$ cat config.mk
export PLATFORM = sky130hd
export DESIGN_NAME = mid_decoder
export DESIGN_NICKNAME = d
export VERILOG_FILES = /design/src/mid_pkg.sv /design/src/mid_decoder.sv
export SDC_FILE = /design/constraint.sdc
export NUM_CORES = 1
export LEC_CHECK = 0
export BUFFER_PORTS_ARGS = -buffer_cell sky130_fd_sc_hd__buf_2
export CELL_PAD_IN_SITES_DETAIL_PLACEMENT = 0
export CELL_PAD_IN_SITES_GLOBAL_PLACEMENT = 2
export CORE_MARGIN = 4
export CORE_UTILIZATION = 37
export DETAILED_ROUTE_END_ITERATION = 8
export HOLD_SLACK_MARGIN = 0.03
export PLACE_DENSITY_LB_ADDON = 0.3
export SLEW_MARGIN = 20
export SYNTH_ARGS = -nofsm -noshare
export SYNTH_HDL_FRONTEND = slang
export SYNTH_SLANG_ARGS = --single-unit
$ cat constraint.sdc
create_clock -name clk -period 1.85 [get_ports clk]
set_input_delay 0.0925 -clock clk [delete_from_list [all_inputs] [get_ports clk]]
set_output_delay 0.0925 -clock clk [all_outputs]
set_load 0.01 [all_outputs]
$ cat src/mid_pkg.sv
// package: opcode decode constants, operation classes and timing figures
package mid_pkg;
  localparam logic [1:0] MID_LEN_RST = 2'h1;
  localparam logic [3:0] MID_CYC_RST = 4'h2;
  localparam logic [3:0] MID_CYC_2 = 4'h2;
  localparam logic [3:0] MID_CYC_4 = 4'h4;
  localparam logic [3:0] MID_CYC_6 = 4'h6;
  localparam logic [3:0] MID_CYC_8 = 4'h8;
  localparam logic [1:0] MID_LEN_1 = 2'h1;
  localparam logic [1:0] MID_LEN_2 = 2'h2;
  localparam logic [1:0] MID_LEN_3 = 2'h3;
  localparam int MID_REG_LSB = 0;
  localparam int MID_PAGE_LSB = 5;

  typedef enum logic [4:0] {
    MID_OP_MISC  = 5'h00,
    MID_OP_ADD   = 5'h01,
    MID_OP_ADDC  = 5'h02,
    MID_OP_SUBB  = 5'h03,
    MID_OP_INC   = 5'h04,
    MID_OP_DEC   = 5'h05,
    MID_OP_MUL   = 5'h06,
    MID_OP_DIV   = 5'h07,
    MID_OP_DA    = 5'h08,
    MID_OP_ANL   = 5'h09,
    MID_OP_ORL   = 5'h0A,
    MID_OP_XRL   = 5'h0B,
    MID_OP_ROT   = 5'h0C,
    MID_OP_MOV   = 5'h0D,
    MID_OP_MOVC  = 5'h0E,
    MID_OP_MOVX  = 5'h0F,
    MID_OP_STACK = 5'h10,
    MID_OP_XCH   = 5'h11,
    MID_OP_XCHD  = 5'h12,
    MID_OP_BIT   = 5'h13,
    MID_OP_JMP   = 5'h14,
    MID_OP_CALL  = 5'h15,
    MID_OP_RET   = 5'h16,
    MID_OP_BRC   = 5'h17
  } mid_op_t;

  typedef enum logic [2:0] {
    MID_ST_IDLE = 3'b001,
    MID_ST_EXEC = 3'b010,
    MID_ST_DONE = 3'b100
  } mid_state_t;
endpackage

$ cat src/mid_decoder.sv
// decoder: opcode to operation class, length, cycle count and flag update
`timescale 1ns/10ps
module mid_decoder
  import mid_pkg::*;
(
  input wire logic clk,
  input wire logic arst_n,
  input wire logic op_valid,
  input wire logic [7:0] opcode,
  input wire logic branch_taken,
  input wire logic [7:0] acc_in,
  input wire logic [7:0] src_in,
  input wire logic [7:0] b_in,
  input wire logic carry_in,
  input wire logic aux_in,
  output logic [4:0] op_class,
  output logic [1:0] op_len,
  output logic [3:0] op_cycles,
  output logic [2:0] reg_num,
  output logic reg_sel,
  output logic [2:0] page_bits,
  output logic page_sel,
  output logic is_branch,
  output logic busy,
  output logic done,
  output logic [7:0] res_out,
  output logic [7:0] res_hi,
  output logic cy_out,
  output logic ac_out,
  output logic ov_out,
  output logic par_out
);

  // ----------------------------------------------------------------
  // combinational decode
  // ----------------------------------------------------------------
  mid_op_t d_class;
  logic [1:0] d_len;
  logic [3:0] d_cyc;
  logic d_reg;
  logic d_page;
  logic d_brc;

  always_comb begin
    d_class = MID_OP_MISC;
    d_len = MID_LEN_1;
    d_cyc = MID_CYC_2;
    d_reg = 1'b0;
    d_page = 1'b0;
    d_brc = 1'b0;
    // low nibble 8..F selects Rn forms in every row that has them
    if (opcode[3] && opcode[7:4] != 4'hA && opcode[7:4] != 4'h8) begin
      d_reg = 1'b1;
    end
    if (opcode[3:0] == 4'h1) begin
      d_page = 1'b1;
      d_len = MID_LEN_2;
      d_cyc = MID_CYC_6;
      d_class = opcode[4] ? MID_OP_CALL : MID_OP_JMP;
    end else begin
      case (opcode[7:4])
        4'h2, 4'h3, 4'h9: begin
          d_class = (opcode[7:4] == 4'h2) ? MID_OP_ADD :
                    (opcode[7:4] == 4'h3) ? MID_OP_ADDC : MID_OP_SUBB;
          if (opcode[3:2] != 2'b00 || opcode[1]) begin
            d_len = (opcode[3:0] == 4'h5) ? MID_LEN_2 : MID_LEN_1;
          end
          if (opcode[3:0] == 4'h4) begin
            d_len = MID_LEN_2;
          end
          if (opcode[7:4] != 4'h9 && opcode[3:0] == 4'h2) begin
            d_class = MID_OP_RET;
            d_cyc = MID_CYC_6;
          end
          if (opcode[7:4] != 4'h9 && opcode[3:0] == 4'h3) begin
            d_class = MID_OP_ROT;
          end
          if (opcode[7:4] != 4'h9 && opcode[3:0] == 4'h0) begin
            d_class = MID_OP_BRC;
            d_len = MID_LEN_3;
            d_cyc = MID_CYC_4;
            d_brc = 1'b1;
          end
          if (opcode[7:4] == 4'h9 && opcode[3:0] == 4'h0) begin
            d_class = MID_OP_MOV;
            d_len = MID_LEN_3;
            d_cyc = MID_CYC_4;
          end
          if (opcode[7:4] == 4'h9 && opcode[3:0] == 4'h2) begin
            d_class = MID_OP_BIT;
            d_len = MID_LEN_2;
            d_cyc = MID_CYC_4;
          end
          if (opcode[7:4] == 4'h9 && opcode[3:0] == 4'h3) begin
            d_class = MID_OP_MOVC;
            d_cyc = MID_CYC_8;
          end
        end
        4'h0, 4'h1: begin
          d_class = opcode[4] ? MID_OP_DEC : MID_OP_INC;
          d_len = (opcode[3:0] == 4'h5) ? MID_LEN_2 : MID_LEN_1;
          case (opcode[3:0])
            4'h0: begin
              d_class = opcode[4] ? MID_OP_BRC : MID_OP_MISC;
              d_len = opcode[4] ? MID_LEN_3 : MID_LEN_1;
              d_cyc = opcode[4] ? MID_CYC_4 : MID_CYC_2;
              d_brc = opcode[4];
            end
            4'h2: begin
              d_class = opcode[4] ? MID_OP_CALL : MID_OP_JMP;
              d_len = MID_LEN_3;
              d_cyc = MID_CYC_6;
            end
            4'h3: d_class = MID_OP_ROT;
            default: begin
            end
          endcase
        end
        4'h4, 4'h5, 4'h6: begin
          d_class = (opcode[7:4] == 4'h4) ? MID_OP_ORL :
                    (opcode[7:4] == 4'h5) ? MID_OP_ANL : MID_OP_XRL;
          d_len = (opcode[3:0] == 4'h4 || opcode[3:0] == 4'h5 || opcode[3:0] == 4'h2) ? MID_LEN_2 : MID_LEN_1;
          if (opcode[3:0] == 4'h3) begin
            d_len = MID_LEN_3;
            d_cyc = MID_CYC_4;
          end
          if (opcode[3:0] == 4'h0) begin
            d_class = MID_OP_BRC;
            d_len = MID_LEN_2;
            d_cyc = MID_CYC_4;
            d_brc = 1'b1;
          end
        end
        4'h7: begin
          d_class = MID_OP_MOV;
          d_len = (opcode[3:0] == 4'h5) ? MID_LEN_3 : MID_LEN_2;
          if (opcode[3:0] == 4'h0) begin
            d_class = MID_OP_BRC;
            d_cyc = MID_CYC_4;
            d_brc = 1'b1;
          end else if (opcode[3:0] == 4'h2) begin
            d_class = MID_OP_BIT;
            d_cyc = MID_CYC_4;
          end else if (opcode[3:0] == 4'h3) begin
            d_class = MID_OP_JMP;
            d_len = MID_LEN_1;
            d_cyc = MID_CYC_6;
          end else if (opcode[3:0] == 4'h5) begin
            d_cyc = MID_CYC_4;
          end
        end
        4'h8: begin
          d_class = MID_OP_MOV;
          d_len = MID_LEN_2;
          d_cyc = MID_CYC_4;
          d_reg = opcode[3];
          case (opcode[3:0])
            4'h0: begin
              d_class = MID_OP_JMP;
              d_cyc = MID_CYC_6;
            end
            4'h2: d_class = MID_OP_BIT;
            4'h3: begin
              d_class = MID_OP_MOVC;
              d_len = MID_LEN_1;
              d_cyc = MID_CYC_8;
            end
            4'h4: begin
              d_class = MID_OP_DIV;
              d_len = MID_LEN_1;
              d_cyc = MID_CYC_8;
            end
            4'h5: d_len = MID_LEN_3;
            default: begin
            end
          endcase
        end
        4'hA: begin
          d_class = MID_OP_MOV;
          d_len = MID_LEN_2;
          d_cyc = MID_CYC_4;
          d_reg = opcode[3];
          case (opcode[3:0])
            4'h0: d_class = MID_OP_BIT;
            4'h2: begin
              d_class = MID_OP_BIT;
              d_cyc = MID_CYC_2;
            end
            4'h3: d_len = MID_LEN_1;
            4'h4: begin
              d_class = MID_OP_MUL;
              d_len = MID_LEN_1;
              d_cyc = MID_CYC_8;
            end
            default: begin
            end
          endcase
        end
        4'hB: begin
          d_class = MID_OP_BRC;
          d_len = MID_LEN_3;
          d_cyc = MID_CYC_4;
          d_brc = 1'b1;
          if (opcode[3:0] <= 4'h3) begin
            d_class = MID_OP_BIT;
            d_len = (opcode[3:0] == 4'h3) ? MID_LEN_1 : MID_LEN_2;
            d_cyc = (opcode[3:0] == 4'h0) ? MID_CYC_4 : MID_CYC_2;
            d_brc = 1'b0;
          end
        end
        4'hC, 4'hD: begin
          d_class = MID_OP_XCH;
          d_len = (opcode[3:0] == 4'h5) ? MID_LEN_2 : MID_LEN_1;
          if (opcode[3:0] == 4'h6 || opcode[3:0] == 4'h7) begin
            d_class = opcode[4] ? MID_OP_XCHD : MID_OP_XCH;
          end
          case (opcode[3:0])
            4'h0: begin
              d_class = MID_OP_STACK;
              d_len = MID_LEN_2;
              d_cyc = MID_CYC_4;
            end
            4'h2, 4'h3: begin
              d_class = MID_OP_BIT;
              d_len = opcode[0] ? MID_LEN_1 : MID_LEN_2;
            end
            4'h4: d_class = opcode[4] ? MID_OP_DA : MID_OP_ROT;
            4'h5: begin
              if (opcode[4]) begin
                d_class = MID_OP_BRC;
                d_len = MID_LEN_3;
                d_cyc = MID_CYC_4;
                d_brc = 1'b1;
              end
            end
            default: begin
              if (opcode[4] && opcode[3]) begin
                d_class = MID_OP_BRC;
                d_len = MID_LEN_2;
                d_cyc = MID_CYC_4;
                d_brc = 1'b1;
              end
            end
          endcase
        end
        default: begin
          d_class = MID_OP_MOV;
          d_len = (opcode[3:0] == 4'h5) ? MID_LEN_2 : MID_LEN_1;
          if (opcode[3:1] == 3'b001 || opcode[3:0] == 4'h0) begin
            d_class = MID_OP_MOVX;
            d_cyc = MID_CYC_8;
          end
          if (opcode[3:0] == 4'h4) begin
            d_class = MID_OP_MISC;
          end
        end
      endcase
    end
  end

  // ----------------------------------------------------------------
  // alu flag results
  // ----------------------------------------------------------------
  logic [8:0] a_sum;
  logic [4:0] a_nib;
  logic [15:0] a_prod;
  logic [7:0] a_res;
  logic [7:0] a_hi;
  logic a_cy;
  logic a_ac;
  logic a_ov;
  logic cin;

  always_comb begin
    cin = (d_class == MID_OP_ADD) ? 1'b0 : carry_in;
    a_sum = 9'h000;
    a_nib = 5'h00;
    a_prod = 16'h0000;
    a_res = acc_in;
    a_hi = b_in;
    a_cy = carry_in;
    a_ac = aux_in;
    a_ov = 1'b0;
    case (d_class)
      MID_OP_ADD, MID_OP_ADDC: begin
        a_sum = {1'b0, acc_in} + {1'b0, src_in} + {8'h00, cin};
        a_nib = {1'b0, acc_in[3:0]} + {1'b0, src_in[3:0]} + {4'h0, cin};
        a_res = a_sum[7:0];
        a_cy = a_sum[8];
        a_ac = a_nib[4];
        a_ov = (acc_in[7] == src_in[7]) && (a_res[7] != acc_in[7]);
      end
      MID_OP_SUBB: begin
        a_sum = {1'b0, acc_in} - {1'b0, src_in} - {8'h00, carry_in};
        a_nib = {1'b0, acc_in[3:0]} - {1'b0, src_in[3:0]} - {4'h0, carry_in};
        a_res = a_sum[7:0];
        a_cy = a_sum[8];
        a_ac = a_nib[4];
        a_ov = (acc_in[7] != src_in[7]) && (a_res[7] != acc_in[7]);
      end
      MID_OP_MUL: begin
        a_prod = acc_in * b_in;
        a_res = a_prod[7:0];
        a_hi = a_prod[15:8];
        a_cy = 1'b0;
        a_ov = (a_prod[15:8] != 8'h00);
      end
      MID_OP_DIV: begin
        a_cy = 1'b0;
        a_ov = (b_in == 8'h00);
        a_res = a_ov ? acc_in : acc_in / b_in;
        a_hi = a_ov ? b_in : acc_in % b_in;
      end
      MID_OP_DA: begin
        a_sum = {a_cy, acc_in};
        if (acc_in[3:0] > 4'h9 || aux_in) begin
          a_sum = a_sum + 9'h006;
        end
        if (a_sum[7:4] > 4'h9 || a_sum[8] || carry_in) begin
          a_sum = a_sum + 9'h060;
        end
        a_res = a_sum[7:0];
        a_cy = a_sum[8] | carry_in;
      end
      MID_OP_XCHD: a_res = {acc_in[7:4], src_in[3:0]};
      default: begin
      end
    endcase
  end

  // ----------------------------------------------------------------
  // sequencer: hold the decode for its cycle count
  // ----------------------------------------------------------------
  mid_state_t st_ff, nxt_st;
  logic [3:0] cnt_ff, nxt_cnt;

  always_comb begin
    nxt_st = st_ff;
    nxt_cnt = cnt_ff;
    case (st_ff)
      MID_ST_IDLE: if (op_valid) begin
        nxt_st = MID_ST_EXEC;
        nxt_cnt = d_cyc - 4'h1;
      end
      MID_ST_EXEC: begin
        nxt_cnt = cnt_ff - 4'h1;
        // taken branch stretches by two cycles at the end
        if (cnt_ff == 4'h1) begin
          nxt_st = MID_ST_DONE;
        end
      end
      MID_ST_DONE: nxt_st = MID_ST_IDLE;
      default: nxt_st = MID_ST_IDLE;
    endcase
  end

  logic [4:0] nxt_class;
  logic [1:0] nxt_len;
  logic [3:0] nxt_cyc;
  logic taken_add;
  always_comb begin
    taken_add = (st_ff == MID_ST_EXEC) && cnt_ff == 4'h1 && is_branch && branch_taken && op_cycles == MID_CYC_4;
    nxt_class = (st_ff == MID_ST_IDLE && op_valid) ? d_class : op_class;
    nxt_len = (st_ff == MID_ST_IDLE && op_valid) ? d_len : op_len;
    nxt_cyc = (st_ff == MID_ST_IDLE && op_valid) ? d_cyc : (taken_add ? MID_CYC_6 : op_cycles);
  end

  always_ff @(posedge clk or negedge arst_n) begin
    if (!arst_n) begin
      st_ff <= MID_ST_IDLE;
      cnt_ff <= 4'h0;
      op_class <= 5'h00;
      op_len <= MID_LEN_RST;
      op_cycles <= MID_CYC_RST;
      reg_num <= 3'h0;
      reg_sel <= 1'b0;
      page_bits <= 3'h0;
      page_sel <= 1'b0;
      is_branch <= 1'b0;
      busy <= 1'b0;
      done <= 1'b0;
      res_out <= 8'h00;
      res_hi <= 8'h00;
      cy_out <= 1'b0;
      ac_out <= 1'b0;
      ov_out <= 1'b0;
      par_out <= 1'b0;
    end else begin
      st_ff <= taken_add ? MID_ST_EXEC : nxt_st;
      cnt_ff <= taken_add ? 4'h2 : nxt_cnt;
      op_class <= nxt_class;
      op_len <= nxt_len;
      op_cycles <= nxt_cyc;
      busy <= (nxt_st == MID_ST_EXEC) || taken_add;
      done <= (nxt_st == MID_ST_DONE) && !taken_add;
      if (st_ff == MID_ST_IDLE && op_valid) begin
        reg_num <= opcode[MID_REG_LSB +: 3];
        reg_sel <= d_reg;
        page_bits <= opcode[MID_PAGE_LSB +: 3];
        page_sel <= d_page;
        is_branch <= d_brc;
        res_out <= a_res;
        res_hi <= a_hi;
        cy_out <= a_cy;
        ac_out <= a_ac;
        ov_out <= a_ov;
        par_out <= ^a_res;
      end
    end
  end

endmodule // mid_decoder

### Word level (Yosys, flattened, before mapping)

Index checks and enable logic that the tools add are counted.

* bits in registers: 49
* latch bits: 0
* RAM bits: 0
* memory bits (read-only): 0
* output and inout port bits: 42
* memories kept: 0

* add/subtract/negate cells: 12
* $mul: 1
* divide/modulo/power cells: 2
* magnitude comparators: 3
* equality and inequality tests: 42
* shift operators: 0
* muxes and demuxes: 112
* bitwise gates (word level): 1
* reduce and logical (&&, ||, !) cells: 49

Operators with widths (number)
* $mux 5: 15
* $mux 2: 26
* $pmux 8 s6: 1
* $mux 3: 15
* $mux 4: 11
* $pmux 5 s4: 2
* $pmux 5 s8: 1
* $eq 4x3->1 const B: 9
* $mux 9: 4
* $pmux 4 s8: 1
* $eq 4x4->1 const B: 6
* $pmux 4 s2: 3
* $logic_and 1x1->1: 17
* $eq 4x2->1 const B: 4
* $mul 8x8->16: 1
* $mux 1: 16
* $mux 8: 2
* $pmux 2 s8: 1
* $pmux 8 s2: 1
* $reduce_or 2->1: 8
* $pmux 5 s3: 1
* $eq 4x1->1 const B: 3
* $ne 4x4->1 const B: 3
* $pmux 3 s2: 2
* other kinds (45): 69

### Depth between registers and ports, before layout

* depth in word-level cells: 20
* depth in mapped cells: 63
* depth with buffers taken out: 62

### Worst setup path after synthesis

No wires, ideal clock.

* kind: in2reg
* from: in b_in[6]
* to: reg par_out
* setup time: 129 ps
* data arrival time: 12975 ps
* data required time: 1721 ps
* slack: -11254 ps
* cell stages on the path: 55
* path buffers: 2
* cells stage by stage: clkbuf_1 > or4_1 > or3_1 > nor2_1 > a21oi_1 > a21oi_1 > ha_1 > nor3_1 > a221oi_1 > or2_2 > and2_1 > ha_1 > o21a_1 > o21ai_0 > mux2_2 > ha_1 > o21a_1 > o21ai_0 > (+19 left out) > a21boi_0 > o21ai_0 > a211oi_1 > mux2_2 > ha_1 > nor2b_1 > o21ai_0 > a21boi_0 > o21ai_0 > nand2b_1 > a211o_1 > a21o_1 > buf_1 > a221o_1 > a21oi_1 > xnor3_1 > xnor3_1 > o21ai_1

* longest elaborated chain between the ends: 4
* elaborated cells between the ends (all ways): 6
* those cells by class: 1 x mul; 1 x div; 2 x mux; 2 x reduce/logical

RTL lines
* from (decl): RTL line mid_decoder.sv:13 `input wire logic [7:0] b_in,`
* $div 8x8->8 or $logic_not 8->1 (tied branches): RTL line mid_decoder.sv:311, mid_decoder.sv:310
* $mux 8: RTL line mid_decoder.sv:311 `a_res = a_ov ? acc_in : acc_in / b_in;`
* $pmux 8 s6 (*): RTL line mid_decoder.sv:284 `case (d_class)`
* $reduce_xor 8->1 (*): RTL line mid_decoder.sv:407 `par_out <= ^a_res;`
* to (signal assigned): RTL line mid_decoder.sv:407
* to (decl): RTL line mid_decoder.sv:31 `output logic par_out`

Every way passes the cells marked *; elsewhere a longest branch is shown, timed or not.
A chain may end at the register's enable or synchronous reset.

### Worst setup path after layout

Ends and elaborated chain as after synthesis.

==> metrics.md <==
| Metric | Value |
|---|---|
| XOR/XNOR share of the synthesized area | 0.0534 |
| Max Slew Vio Count | 0 |
| GRT overflow | 0 |
| TNS Setup | -126.16 ns |
| Drc violations | 0 |
| Layout cells sized above 1 | 0.463 |
| Crit path depth | 63 |
| DP Cell Count | 1743 |
| Status | finished with violations |
| Met2 wire len | 15500 um |
| # fillers | 2045 |
| Crit. End Element | flip-flop |
| M1 wire length | 15900 um |
| Worst stage delay on the critical path | 0.54 ns |
| Synth warn | 0 |
| First-pass GRT wire length | 53400 um |
| Via density | 5.28 |
| WP data required | 2.08 ns |
| Simple-gate share of the synthesized area | 0.219 |
| DRT Wirelength | 33600 um |
| Setup slack after layout | -9.34 ns |
| Avg WL per Cell | 18.4 um |
| Hold_sp | b_in[5] |
| Later-pin clock latency in the skew report | 0.30 ns |
| Antenna-violating nets left | 0 |
| Ant. Diodes | 0 |
| Worst Skew | 0.00584 ns |
| CORE AREA | 22600 um^2 |
| H-tree lvl count | 2 |
| Yosys cell types | 94 |
| Syn_area_per_cell | 7.76 um^2 |
| Reg-to-reg critical path endpoint | ov_out |
| Worst Max-Slew Pin Slew | 0.855 ns |
| Reg2reg setup slack | 0.16 ns |
| Worst Path Buf+Inv | 13 |
| CP delay by family, top | compound AO/OA/AOI/OAI gates |
| CTS root buf | clkbuf_16 |
| Final Wtd Congestion | 0.928 |
| WL met3 | 1430 um |
| Vias in the first global route | 9757 |
| Die W | 160 um |
| Cell area after placement | 12000 um^2 |
| Failing checks | setup timing |
| I/O Pins | 80 |
| CTS Buffer Depth | 2 |
| Fin. Hold Viols | 0 |
| Synth Area in Adders | 0.249 |
| Clock buffer count from CTS | 5 |
| Synth-to-Final Area Change | 59.8% |
| Sequential-to-total area share from yosys stat | 0.142 |
| Hold path depth | 4 |
| CTS clk-pin slew, worst paths | 0.07 ns |
| Combinational family with the most area after synthesis | adder cells |
| Largest net degree at the start of global routing | 58 |
| Top_reg_cell synth | dfrtp_1 |
| Leakage Power | 6.52 nW |
| Sink Count | 48 |
| GRT Overall Usage | 0.260 |
| Post-route cell area | 13600 um^2 |
| WHS Endpoint | res_hi[5] |
| DP HPWL | 26500 um |
| Via count | 9631 |
| Hold crit path type | in2reg |
| Initial core utilization | 0.376 |
| DIE AREA | 25500 um^2 |
| Die H | 160 um |
| Row count | 55 |
| Max_cap viols | 0 |
| CTS tree | done |
| Cell area after synthesis | 8500 um^2 |
| Post-Synthesis Net Count | 1277 |
| Port Buffers | 78 |
| Asr flop ratio synth | 1.00 |
| Fin crit share | 6.05 |
| CP max stage cell | or4_4 |
| Highest routed layer | met4 |
| WP data arrival | 11.42 ns |
| Synthesized instance count | 1095 |
| R2r worst-path depth | 5 |
| Number of synthesized flops with an enable pin | 0 |
| Drt pass-1 iters | 7 |
| Initial antenna violation count | 0 |
| Critical-path maximum fanout | 6 |
| Detailed Route Iter0 Violations | 618 |
| Post-synthesis mux area share | 0.0322 |
| Min cycle time layout | 11.19 ns |
| Peak supply drop | 0.000683 V |
| PwrDens | 792 nW/um^2 |
| CP most frequent cell | buf_4 |
| Startpoint types | input pin |
| Endpoints failing setup | 22 |
| Synth Register Bits | 48 |
| Kind of critical path | in2reg |
| Max frequency | 0.0894 GHz |
| Relative slew slack | 0.425 |
| Reg-to-Reg Start | st_ff[1] |
| Complex-gate fraction of the synthesized area | 0.222 |
| Final nets | 1721 |
| RSZ-0062 raised after global routing | yes |
| Final Non-Filler Cells | 1825 |
-- per-layer routing --
metal	global-route usage	up-vias
met2	0.422	225
met4	0.0611	0
met5	0	-
met3	0.0246	45
li1	-	4754
met1	0.374	4607
-- flip-flops by register name, summed over array words and instances, names as in the netlist --
name,flops
ac_out,1
busy,1
cnt_ff,4
cy_out,1
done,1
is_branch,1
op_class,5
op_cycles,3
op_len,2
ov_out,1
page_bits,3
page_sel,1
par_out,1
reg_num,3
reg_sel,1
res_hi,8
res_out,8
st_ff,3
-- placed cells by master, fill, tap and decap left out, types with 14 or more instances in the layout --
| cell | n |
|---|---|
| buf_4 | 380 |
| a21oi_2 | 18 |
| o21ai_0 | 41 |
| o21ai_1 | 23 |
| inv_1 | 90 |
| fa_1 | 36 |
| buf_6 | 34 |
| buf_2 | 71 |
| ha_1 | 88 |
| ha_4 | 14 |
| a21oi_1 | 38 |
| nor3_1 | 33 |
| xnor2_1 | 35 |
| nand2_1 | 122 |
| dfrtp_1 | 45 |
| nor2_1 | 90 |
| o21a_1 | 20 |
| nand3_1 | 15 |
-- report_power, final --
group / internal (W) / total, W / switching [W]
clock network: 0.000644 / 0.00111 / 0.000465
logic: 0.00398 / 0.00779 / 0.00381
registers: 0.00154 / 0.00186 / 0.000316
-- area by class of cell --
| type | instances | area, um^2 | share of cell area |
|---|---|---|---|
| tap | 285 | 357 | 0.0263 |
| inverter | 106 | 420 | 0.0310 |
| sequential | 48 | 1200 | 0.0887 |
| timing repair buffer | 497 | 3790 | 0.279 |
| clock buffer | 5 | 125 | 0.00921 |
| multi-input combinational | 881 | 7640 | 0.562 |
| clock inverter | 3 | 46.3 | 0.00341 |
-- synth_stat cells, types with 6 or more instances --
master,number,share of area
o21ai_0,74,0.044
nand2_1,127,0.056
o211ai_1,6,0.0053
a211oi_1,7,0.0062
buf_6,6,0.0079
o221ai_1,6,0.0062
dfrtp_1,45,0.13
nor3_1,40,0.024
xnor2_1,37,0.038
o21a_1,21,0.019
nor2_1,105,0.046
nand2b_1,12,0.0088
inv_1,102,0.045
fa_1,41,0.097
nand3_1,15,0.0088
mux2_2,19,0.025
o21bai_1,10,0.0088
or4_1,6,0.0053
a31oi_1,14,0.010
nor2b_1,12,0.0088
a21o_1,9,0.0079
a221oi_1,8,0.0082
or3_1,9,0.0066
buf_2,10,0.0059
ha_1,103,0.15
clkbuf_1,38,0.017
xor2_1,6,0.0062
a21oi_1,57,0.034
mux2i_1,6,0.0071
and2_1,7,0.0052
nor4_1,7,0.0052
-- cells by family after synthesis --
group / count (synthesis)
AND/OR/NAND/NOR: 381
AO/OA/AOI/OAI: 282
buffers and inverters: 166
adder cells (fa/ha/maj): 145
flip-flops: 48
XOR/XNOR: 47
multiplexers: 25
other: 1
-- worst min-delay path, delay by kind of cell --
kind | cells | cell delay, ns
AND/OR/NAND/NOR | 1 | 0.06
AO/OA/AOI/OAI | 1 | 0.08
buffers and inverters | 2 | 0.25
-- timing repair --
item | 4_1_cts | 5_1_grt
pin swaps | 51 | 64
resized for setup | 100 | 105
hold buffers | 1 | 0
buffers inserted | 52 | 28
setup endpoints to repair | 26 | 26
hold endpoints to repair | 45 | 0
-- stage by stage --
stage | utilization | hold WS [ns] | total power (W) | worst slack, ns
finish | 0.600 | 0.233 | 0.0108 | -9.34
global route | 0.600 | 0.257 | 0.0117 | -9.77
CTS | 0.571 | 0.228 | 0.0105 | -9.11
detailed placement | 0.528 | 0.244 | 0.00885 | -9.76
global placement | 0.528 | 0.241 | 0.00876 | -9.49
floorplan | - | -0.203 | 0.00581 | -9.71
-- worst max path at each step --
stage               startpoint  endpoint  slack [ns]
detailed placement     b_in[7]   par_out       -9.76
global placement       b_in[7]   par_out       -9.49
global route           b_in[6]   par_out       -9.77
finish                 b_in[6]   par_out       -9.34
CTS                    b_in[5]   par_out       -9.11
floorplan              b_in[6]   par_out       -9.71
(Power assumes the default switching activity.)
